`src/sam_pkg.sv`:
```
// constants and types for the status alert masking block
package sam_pkg;
  localparam int unsigned NUM_STATUS = 5;
  localparam int unsigned BYTE_W = 8;
  localparam logic [7:0] CMD_CLEAR_FAULTS = 8'h03;
  localparam logic [7:0] CMD_ALERT_MASK = 8'h1B;
  localparam logic [7:0] CODE_STATUS_VOUT = 8'h7A;
  localparam logic [7:0] CODE_STATUS_IOUT = 8'h7B;
  localparam logic [7:0] CODE_STATUS_INPUT = 8'h7C;
  localparam logic [7:0] CODE_STATUS_TEMP = 8'h7D;
  localparam logic [7:0] CODE_STATUS_CML = 8'h7E;
  localparam logic [7:0] MASK_RESET = 8'h00;
  localparam logic [7:0] STATUS_RESET = 8'h00;
  localparam logic [7:0] READ_NONE = 8'h00;
  localparam logic [2:0] IDX_VOUT = 3'h0;
  localparam logic [2:0] IDX_IOUT = 3'h1;
  localparam logic [2:0] IDX_INPUT = 3'h2;
  localparam logic [2:0] IDX_TEMP = 3'h3;
  localparam logic [2:0] IDX_CML = 3'h4;
  localparam logic [2:0] IDX_NONE = 3'h7;
  typedef logic [7:0] sam_byte_t;
  typedef sam_byte_t [NUM_STATUS-1:0] sam_bank_t;

  // status command code to bank index, IDX_NONE when not a status code
  function automatic logic [2:0] sam_code_idx(input logic [7:0] code);
    logic [2:0] idx;
    idx = IDX_NONE;
    unique case (code)
      CODE_STATUS_VOUT: idx = IDX_VOUT;
      CODE_STATUS_IOUT: idx = IDX_IOUT;
      CODE_STATUS_INPUT: idx = IDX_INPUT;
      CODE_STATUS_TEMP: idx = IDX_TEMP;
      CODE_STATUS_CML: idx = IDX_CML;
      default: idx = IDX_NONE;
    endcase
    return idx;
  endfunction
endpackage

```
`src/sam_mask_if.sv`:
```
// carrier between the command decoder and the mask bank
`timescale 1ns/1ps
interface sam_mask_if;
  logic wr_en;
  logic [2:0] wr_idx;
  sam_pkg::sam_byte_t wr_data;
  sam_pkg::sam_bank_t masks;
  modport ctrl (output wr_en, output wr_idx, output wr_data, input masks);
  modport bank (input wr_en, input wr_idx, input wr_data, output masks);
endinterface

```
`src/sam_alert_top.sv`:
```
// alert masking: sticky status, per-register masks, alert pin and alert response
// Functional notes
// - a status bit with mask 1 never drives the alert, one with mask 0 drives it active once it sets.
// - each mask is eight bits, 7 down to 0, each gating the status bit at the same position.
// - every mask is written through command 0x1B, the status code picks which mask.
// - one mask belongs to the output-voltage status register 0x7A and gates only its bits.
// - one mask belongs to the output-current status register 0x7B and gates only its bits.
// - one mask belongs to the input status register 0x7C and gates only its bits.
// - one mask belongs to the temperature status register 0x7D and gates only its bits.
// - one mask belongs to the communication/memory/logic status register 0x7E and gates only its bits.
// - a dedicated alert pin exists and the device answers the alert response with its address.
// - the clear-faults command 0x03 clears every status bit except those set in the same cycle, and releases the alert if none are set then.
`timescale 1ns/1ps
module sam_alert_top #(
  parameter logic [6:0] DEV_ADDR = 7'h2A // arbitrary default address
) (
  input wire logic clk,
  input wire logic rst,
  input wire logic cmd_valid,
  input wire logic cmd_write,
  input wire logic [7:0] cmd_code,
  input wire logic [7:0] cmd_sel,
  input wire logic [7:0] cmd_wdata,
  output logic rsp_valid,
  output logic [7:0] rsp_data,
  input wire logic [7:0] set_vout,
  input wire logic [7:0] set_iout,
  input wire logic [7:0] set_input,
  input wire logic [7:0] set_temp,
  input wire logic [7:0] set_cml,
  input wire logic ara_req,
  output logic ara_valid,
  output logic [7:0] ara_data,
  output logic alert_output_o,
  output logic alert_output_oe
);
  sam_mask_if mif ();
  sam_pkg::sam_bank_t status_r;
  sam_pkg::sam_bank_t status_nxt;
  sam_pkg::sam_bank_t set_bank;
  logic [sam_pkg::NUM_STATUS-1:0] pend_reg;
  logic alert_raw;
  logic new_unmasked;
  logic [2:0] code_idx;

  // alert service: armed, or answered and holding the pin off
  typedef enum logic {SVC_ARMED, SVC_ANSWERED} sam_svc_t;
  sam_svc_t svc_r;
  sam_svc_t svc_nxt;

  // pin flop and the mask view it is computed from
  sam_pkg::sam_bank_t mask_view_nxt;
  logic [sam_pkg::NUM_STATUS-1:0] pend_nxt;
  logic alert_oe_r;
  logic alert_oe_nxt;
  logic rsp_valid_r;
  logic rsp_valid_nxt;
  logic [7:0] rsp_data_r;
  logic [7:0] rsp_data_nxt;
  logic ara_valid_r;
  logic ara_valid_nxt;
  logic [7:0] ara_data_r;
  logic [7:0] ara_data_nxt;
  logic clear_cmd;
  logic [2:0] sel_idx;

  sam_mask_bank u_bank (
    .clk(clk),
    .rst(rst),
    .mif(mif)
  );

  // event inputs arranged by bank index
  assign set_bank[sam_pkg::IDX_VOUT] = set_vout;
  assign set_bank[sam_pkg::IDX_IOUT] = set_iout;
  assign set_bank[sam_pkg::IDX_INPUT] = set_input;
  assign set_bank[sam_pkg::IDX_TEMP] = set_temp;
  assign set_bank[sam_pkg::IDX_CML] = set_cml;

  assign clear_cmd = cmd_valid && cmd_write && (cmd_code == sam_pkg::CMD_CLEAR_FAULTS);
  assign sel_idx = sam_pkg::sam_code_idx(cmd_sel);
  assign code_idx = sam_pkg::sam_code_idx(cmd_code);

  // mask write: command, then status code, then byte
  assign mif.wr_en = cmd_valid && cmd_write && (cmd_code == sam_pkg::CMD_ALERT_MASK);
  assign mif.wr_idx = sel_idx;
  assign mif.wr_data = cmd_wdata;

  // next mask view, mirroring the bank, so the pin flop costs no extra cycle
  always_comb
  begin
    mask_view_nxt = mif.masks;
    for (int i = 0; i < sam_pkg::NUM_STATUS; i++)
    begin
      if (mif.wr_en && (mif.wr_idx == 3'(i)))
        mask_view_nxt[i] = mif.wr_data;
    end
  end

  // sticky status; a set in the clear cycle survives so no event is lost
  always_comb
  begin
    for (int i = 0; i < sam_pkg::NUM_STATUS; i++)
    begin
      if (clear_cmd)
        status_nxt[i] = set_bank[i];
      else
        status_nxt[i] = status_r[i] | set_bank[i];
    end
  end

  always_ff @(posedge clk or posedge rst)
  begin
    if (rst)
      status_r <= {sam_pkg::NUM_STATUS{sam_pkg::STATUS_RESET}};
    else
      status_r <= status_nxt;
  end

  // bitwise gating, each mask only sees its own register
  generate
    for (genvar g = 0; g < sam_pkg::NUM_STATUS; g++)
    begin : g_gate
      assign pend_reg[g] = |(status_r[g] & ~mif.masks[g]);
      assign pend_nxt[g] = |(status_nxt[g] & ~mask_view_nxt[g]);
    end
  endgenerate
  assign alert_raw = |pend_reg;

  // a fresh unmasked event re-arms the alert after an alert response
  always_comb
  begin
    new_unmasked = 1'b0;
    for (int i = 0; i < sam_pkg::NUM_STATUS; i++)
      new_unmasked = new_unmasked | (|(set_bank[i] & ~status_r[i] & ~mif.masks[i]));
  end

  // alert response: answer address with the write bit clear, then release the pin
  always_comb
  begin
    svc_nxt = svc_r;
    ara_valid_nxt = 1'b0;
    ara_data_nxt = ara_data_r;
    unique case (svc_r)
      SVC_ARMED:
      begin
        if (ara_req && alert_raw)
        begin
          ara_valid_nxt = 1'b1;
          ara_data_nxt = {DEV_ADDR, 1'b0};
          svc_nxt = SVC_ANSWERED;
        end
      end
      SVC_ANSWERED:
        svc_nxt = SVC_ANSWERED; // held until a fresh event, a clear or the cause going away
    endcase
    if (new_unmasked || clear_cmd || !alert_raw)
      svc_nxt = SVC_ARMED; // set-type event wins over the response release
    // the pin flop sees status and masks as they stand after this edge
    alert_oe_nxt = (|pend_nxt) && (svc_nxt == SVC_ARMED);
  end

  always_ff @(posedge clk or posedge rst)
  begin
    if (rst)
    begin
      svc_r <= SVC_ARMED;
      ara_valid_r <= 1'b0;
      ara_data_r <= sam_pkg::READ_NONE;
      alert_oe_r <= 1'b0;
    end
    else
    begin
      svc_r <= svc_nxt;
      ara_valid_r <= ara_valid_nxt;
      ara_data_r <= ara_data_nxt;
      alert_oe_r <= alert_oe_nxt;
    end
  end

  // reads: mask by status code, or the status register itself
  always_comb
  begin
    rsp_valid_nxt = cmd_valid && !cmd_write;
    rsp_data_nxt = rsp_data_r;
    if (cmd_valid && !cmd_write)
    begin
      rsp_data_nxt = sam_pkg::READ_NONE; // unknown code or selector reads zero
      if (cmd_code == sam_pkg::CMD_ALERT_MASK)
      begin
        if (sel_idx != sam_pkg::IDX_NONE)
          rsp_data_nxt = mif.masks[sel_idx];
      end
      else if (code_idx != sam_pkg::IDX_NONE)
        rsp_data_nxt = status_r[code_idx];
    end
  end

  always_ff @(posedge clk or posedge rst)
  begin
    if (rst)
    begin
      rsp_valid_r <= 1'b0;
      rsp_data_r <= sam_pkg::READ_NONE;
    end
    else
    begin
      rsp_valid_r <= rsp_valid_nxt;
      rsp_data_r <= rsp_data_nxt;
    end
  end

  assign rsp_valid = rsp_valid_r;
  assign rsp_data = rsp_data_r;
  assign ara_valid = ara_valid_r;
  assign ara_data = ara_data_r;
  // open drain, active low: only ever drive zero
  assign alert_output_o = 1'b0;
  // from a flop: a glitch on the shared alert line would reach every host
  assign alert_output_oe = alert_oe_r;
endmodule // sam_alert_top

```
`src/sam_mask_bank.sv`:
```
// five 8-bit alert masks, one per status register
`timescale 1ns/1ps
module sam_mask_bank (
  input wire logic clk,
  input wire logic rst,
  sam_mask_if.bank mif
);
  sam_pkg::sam_bank_t mask_r;
  sam_pkg::sam_bank_t mask_nxt;

  // only the mask picked by the status code changes
  always_comb
  begin
    mask_nxt = mask_r;
    for (int i = 0; i < sam_pkg::NUM_STATUS; i++)
    begin
      if (mif.wr_en && (mif.wr_idx == 3'(i)))
        mask_nxt[i] = mif.wr_data;
    end
  end

  always_ff @(posedge clk or posedge rst)
  begin
    if (rst)
      mask_r <= {sam_pkg::NUM_STATUS{sam_pkg::MASK_RESET}};
    else
      mask_r <= mask_nxt;
  end

  assign mif.masks = mask_r;
endmodule // sam_mask_bank

```
`config.mk`:
```
export PLATFORM = sky130hd
export DESIGN_NAME = sam_alert_top
export DESIGN_NICKNAME = d
export VERILOG_FILES = /design/src/sam_pkg.sv /design/src/sam_mask_if.sv /design/src/sam_alert_top.sv /design/src/sam_mask_bank.sv
export SDC_FILE = /design/constraint.sdc
export NUM_CORES = 1
export LEC_CHECK = 0
export BUFFER_PORTS_ARGS = -buffer_cell sky130_fd_sc_hd__buf_2
export CAP_MARGIN = 20
export CELL_PAD_IN_SITES_DETAIL_PLACEMENT = 1
export CELL_PAD_IN_SITES_GLOBAL_PLACEMENT = 2
export CORE_MARGIN = 2
export CORE_UTILIZATION = 39
export CTS_BUF_LIST = sky130_fd_sc_hd__clkbuf_4
export CTS_CLUSTER_DIAMETER = 60
export CTS_CLUSTER_SIZE = 40
export DETAILED_ROUTE_END_ITERATION = 6
export PLACE_DENSITY = 0.84
export SYNTH_ARGS = -nofsm -noshare
export SYNTH_HDL_FRONTEND = slang
export SYNTH_HIERARCHICAL = 1
export SYNTH_SLANG_ARGS = --single-unit
```
`constraint.sdc`:
```
create_clock -name clk -period 3 [get_ports clk]
set_input_delay 0.3 -clock clk [delete_from_list [all_inputs] [get_ports clk]]
set_output_delay 0.3 -clock clk [all_outputs]
set_load 0.03 [all_outputs]
```
Word-level counts from Yosys, hierarchy flattened
Cells that the tools add are included.
{"block": "word_totals", "memories": 0, "input_bits": 69, "wordCells": 129, "mem_bits_ro": 0, "ff_bits": 93, "out_inout_bits": 20, "latch_bits": 0, "ram_bits": 0}
{"block": "op_classes", "n_mul": 0, "n_eq_ne": 18, "shift": 0, "n_mux": 23, "addsub": 0, "reduce_logical": 24, "n_lt_le_gt_ge": 2, "bitwise_logic": 46, "div_mod_pow": 0}
{"cell": "8-bit AND", "n": 20}
{"cell": "8-bit 2-to-1 mux", "n": 15}
{"cell": "8-bit NOT", "n": 15}
{"cell": "8-bit by 7-bit == test with 1-bit output, second input constant", "n": 10}
{"cell": "40-bit OR reduction", "n": 2}
{"cell": "8-bit binary-select mux with 3-bit select", "n": 2}
{"cell": "8-bit bitwise OR", "n": 5}
{"cell": "8-bit OR reduction", "n": 5}
{"cell": "3-bit one-hot mux with 5 select lines", "n": 2}
{"cell": "1-bit logical AND", "n": 11}
{"cell": "8-bit by 2-bit == test with 1-bit output, second input constant", "n": 1}
{"cell": "8-bit by 5-bit == test with 1-bit output, second input constant", "n": 1}
{"cell": "3-bit by 4-bit < comparator with 1-bit output, second input constant", "n": 2}
{"cell": "3-bit by 2-bit == test with 1-bit output, second input constant", "n": 2}
{"cell": "3-bit != test, second input constant", "n": 2}
{"cell": "1-bit bitwise OR", "n": 4}
{"cell": "3-bit by 1-bit == test with 1-bit output, second input constant", "n": 1}
{"cell": "3-bit == test, second input constant", "n": 1}
{"cell": "3-bit zero test", "n": 1}
{"cell": "1-bit 2-to-1 mux", "n": 3}
{"cell": "1-bit zero test", "n": 2}
{"cell": "1-bit logical OR", "n": 2}
{"cell": "1-bit NOT", "n": 2}
{"cell": "1-bit one-hot mux with 2 select lines", "n": 1}
{"cell": "2-bit AND reduction", "n": 1}

Longest topological paths before layout
{"block": "depth", "word_depth": 13, "depth_mapped": 10, "depth_no_buf": 7}

By module
The synthesis kept the hierarchy.
{"mod": "sam_alert_top", "cells_each": 534, "area_each_um2": 4252.8, "seq_area_each_um2": 1326.3, "instances": 1}
{"mod": "sam_mask_bank", "cells_each": 89, "area_each_um2": 1532.7, "seq_area_each_um2": 1001.0, "instances": 1}

Least setup slack after synthesis
No wires, ideal clock.
{"block": "synth_path", "kind": "in2reg", "start": "in cmd_sel[7]", "end": "reg u_bank.mask_r, in the netlist u_bank/mif.masks[0]", "n_path_buf": 2, "arrival_time_ps": 2427, "stages": 7, "required_time_ps": 2875, "path_slack_ps": 448, "cell_sequence": "nor4bb_1 > and2_1 > clkbuf_1 > clkbuf_1 > o21ai_0 > nor4b_4 > mux2_2"}
{"block": "synth_via", "elab_chain_cells": 5, "elab_cells_between_ends": 9, "cone_classes": "5 x eq/ne; 2 x mux; 2 x reduce/logical"}
{"item": "from (decl)", "line_no": "sam_alert_top.sv:22", "text": "input wire logic [7:0] cmd_sel,"}
{"item": "8-bit by 7-bit == test with 1-bit output", "line_no": "sam_pkg.sv:28", "text": "unique case (code)"}
{"item": "3-bit one-hot mux with 5 select lines *", "line_no": "sam_pkg.sv:28"}
{"item": "net mif.wr_idx[0]", "line_no": "sam_mask_if.sv:5", "text": "logic [2:0] wr_idx;"}
{"item": "3-bit zero test *", "line_no": "sam_mask_bank.sv:17", "text": "if (mif.wr_en && (mif.wr_idx == 3'(i)))"}
{"item": "1-bit logical AND *", "line_no": "sam_mask_bank.sv:17"}
{"item": "8-bit 2-to-1 mux *"}
{"item": "to (signal assigned)", "line_no": "sam_mask_bank.sv:25", "text": "mask_r <= {sam_pkg::NUM_STATUS{sam_pkg::MASK_RESET}};"}
{"item": "to (signal assigned)", "line_no": "sam_mask_bank.sv:27", "text": "mask_r <= mask_nxt;"}
{"item": "to (decl)", "line_no": "sam_mask_bank.sv:8", "text": "sam_pkg::sam_bank_t mask_r;"}
The timed path passes the listed nets; every way through them passes the cells marked *.
A chain may end at the register's enable or synchronous reset.

==> reports/results.txt <==
CTS root buffer -> clkbuf_4
Starting DRT DRC Count -> 603
die area -> 15800 um^2
Crit Path Category -> input port to register
Yosys top cell by area -> dfrtp_1
fin area -> 6690 um^2
All-Layer GR Usage -> 34.8%
area taken by flip-flops and latches -> 2330 um^2
CTS tree -> built
minimum clock period -> 2760 ps
LEAKAGE -> 3.06 nW
RD Place Congestion -> 0.965
adder and majority gate portion of the synthesized area -> 0%
Antenna Cells -> 0
multi-input logic area -> 3090 um^2
DRT Wirelength -> 27.2 mm
RSZ-0062 raised after global routing -> false
Ys Warns -> 6
number of global-route vias before repair -> 5912
VDD IR max -> 0.000302 V
Worst setup EP type -> register
compound-gate portion of the synthesized area -> 22.5%
commonest register cell after synthesis -> dfrtp_1
Initial Util -> 39.8%
DP Area -> 6520 um^2
PwrDens -> 348 nW/um^2
sequential-to-total area share from yosys stat -> 40.2%
pin count of the biggest net entering global routing -> 54
pre-CTS WS -> -182 ps
drt drc -> 0
height of the die -> 126 um
WHS -> 25.6 ps
CP Data Required Time -> 3380 ps
Post-Synthesis Cells -> 623
share of the synthesized area in the top cell type -> 40.2%
Worst setup SP type -> input port
Post-Synth XOR/XNOR Area -> 0%
total power draw -> 2.33 mW
worst hold path class -> input port to register
Die W -> 126 um
CTS H-Tree Depth -> 3
critical path data arrival time -> 3140 ps
via density per instance -> 6.41
Fillers -> 1736
final hold viol count -> 0
period utilisation layout -> 92.0%
post-CTS setup repair buffer count -> 0
post-route ant nets -> 0
largest family of logic cells by synthesized area -> compound AO/OA/AOI/OAI gates
number of flops mapped to enable cells by yosys -> 0
total number of vias -> 5798
post-synthesis register bit count -> 93
wire per inst -> 30.1 um
number of buffers created by CTS -> 9
CTS clk-pin slew, worst paths -> 170 ps
simple-gate share of the synthesized area -> 18.9%
first-pass GRT wire length -> 39.7 mm
area grow syn2layout -> 15.7%
Cells after DPL -> 887
Mapped Area -> 5790 um^2
unique cell type count in the Yosys netlist -> 60
total clock sinks -> 93
setup TNS -> 0 ps
DP HPWL -> 20.9 mm
num rows -> 44
I/O Buffers -> 82
status -> complete, no violations
nets@finish -> 784
CP max FO -> 32
top post-synthesis cells by area -> dfrtp_1 40%, mux2_2 7.8%, a21o_1 4.9%
initial antenna violation count -> 0
post-synthesis mux area share -> 11.4%
worst skew pair latency -> 500 ps
Syn Area/Cell -> 9.29 um^2
CORE AREA -> 14500 um^2
count of final setup violators -> 0
total of max-cap violations -> 0
layout cells sized above 1 -> 26.4%
Clock Skew -> 26.1 ps
fmax -> 362 MHz
Clock Tree Buf Depth -> 2
Final Slew Violations -> 0
global route total overflow -> 0
Pre-antenna DRT Iters -> 5
Least-Margin Pin Slew -> 768 ps
Final Non-Filler Cells -> 904
Slew headroom -> 48.8%
ys async rst share -> 100%
worst setup margin -> 240 ps
num ports -> 89
Util after Layout -> 46.0%
[per-layer routing]
metal / GRT usage, % / part of all wire (%)
met4: 9.70 / 2.7
met1: 47.2 / 43
met2: 55.3 / 46
met5: 2.79 / 0.20
met3: 8.88 / 8.0
[cell usage in the layout, fill, tap and decap left out, types with 5 or more instances in the layout]
cell type and instances:
dfrtp_1 93, nand2b_1 5, nor2_1 47, buf_4 33
o21ai_0 48, nand3_1 37, clkbuf_4 10, mux2_2 40
a221oi_1 11, conb_1 6, nor2b_1 6, a21oi_1 5
nor4_1 6, and3_1 19, a21o_1 38, inv_1 47
nand2_1 30, o22ai_1 22, nand4_1 9, a22oi_1 24
a32oi_1 8, buf_2 82, mux2i_1 12
[layout make-up]
cell class,instances,share of cell area [%]
multi-input combinational,445,46.1
sequential,93,34.8
timing repair buffer,118,10.6
tap,184,3.44
inverter,48,2.69
clock inverter,6,1.29
clock buffer,10,1.12
[sequential cells by signal, indices dropped and copies added, names as in the netlist]
name	count
rsp_data	8
u_bank/mif.masks	40
svc_r	1
status_r	40
ara_data	1
rsp_valid	1
ara_valid	1
alert_output_oe	1
[cell families after synthesis]
family,count (synthesis)
buffers and inverters,90
muxes,56
DFF,93
and+or+nand+nor,197
other,1
AOI/OAI and AO/OA,186
[critical path, stage by stage]
cell and delay, ps:
buf_2 100, or4b_1 590, or3_4 630, a21o_1 270
o211a_1 150, a2111oi_0 670, and4_1 330, a31oi_1 90
[report_power, final]
part | switching [mW] | leakage [nW] | internal [mW]
registers | 0.00294 | 1.08 | 1.26
logic | 0.180 | 1.90 | 0.0727
clock network | 0.466 | 0.0868 | 0.347
[synth_stat cells (3+ instances only)]
master / instances
buf_4: 9
nor4bb_1: 4
a221o_1: 4
a21boi_0: 3
o22ai_1: 22
nor4_1: 7
a21oi_1: 5
a21o_1: 38
buf_2: 9
nand3_1: 37
and4_1: 4
clkbuf_1: 22
a221oi_1: 11
nor3_1: 4
nor2b_1: 6
mux2i_1: 12
nand2b_1: 5
o32a_1: 3
mux4_2: 4
and4b_1: 3
nand4b_1: 3
a32oi_1: 8
mux2_2: 40
and2_1: 4
and3_1: 19
inv_1: 48
nand4_1: 9
o21ai_0: 48
dfrtp_1: 93
nor2_1: 47
a22oi_1: 24
nand2_1: 30
[final timing paths]
kind / end / from / slack (ps) / cells past startpoint
worst min-delay path: status_r[36]$_DFF_PP0_ / set_cml[4] / 30 / 2
worst min register to register: rsp_data[2]$_DFFE_PP0P_ / rsp_data[2]$_DFFE_PP0P_ / 490 / 2
max in group asynchronous: u_bank/mif.masks[4]$_DFFE_PP0P_ / rst / 1690 / 4
min in group asynchronous: u_bank/mif.masks[36]$_DFFE_PP0P_ / rst / 460 / 3
worst max register to register: ara_data[2]$_DFFE_PP0P_ / status_r[27]$_DFF_PP0_ / 640 / 7
worst max-delay path: alert_output_oe$_DFF_PP0_ / cmd_code[5] / 240 / 8
[timing repair]
action	4_1_cts	5_1_grt
hold buffers	1	0
gates resized for setup	0	0
endpoints found under the hold margin	14	0
setup endpoints to repair	0	0
Power figures use the tool's default switching activity.
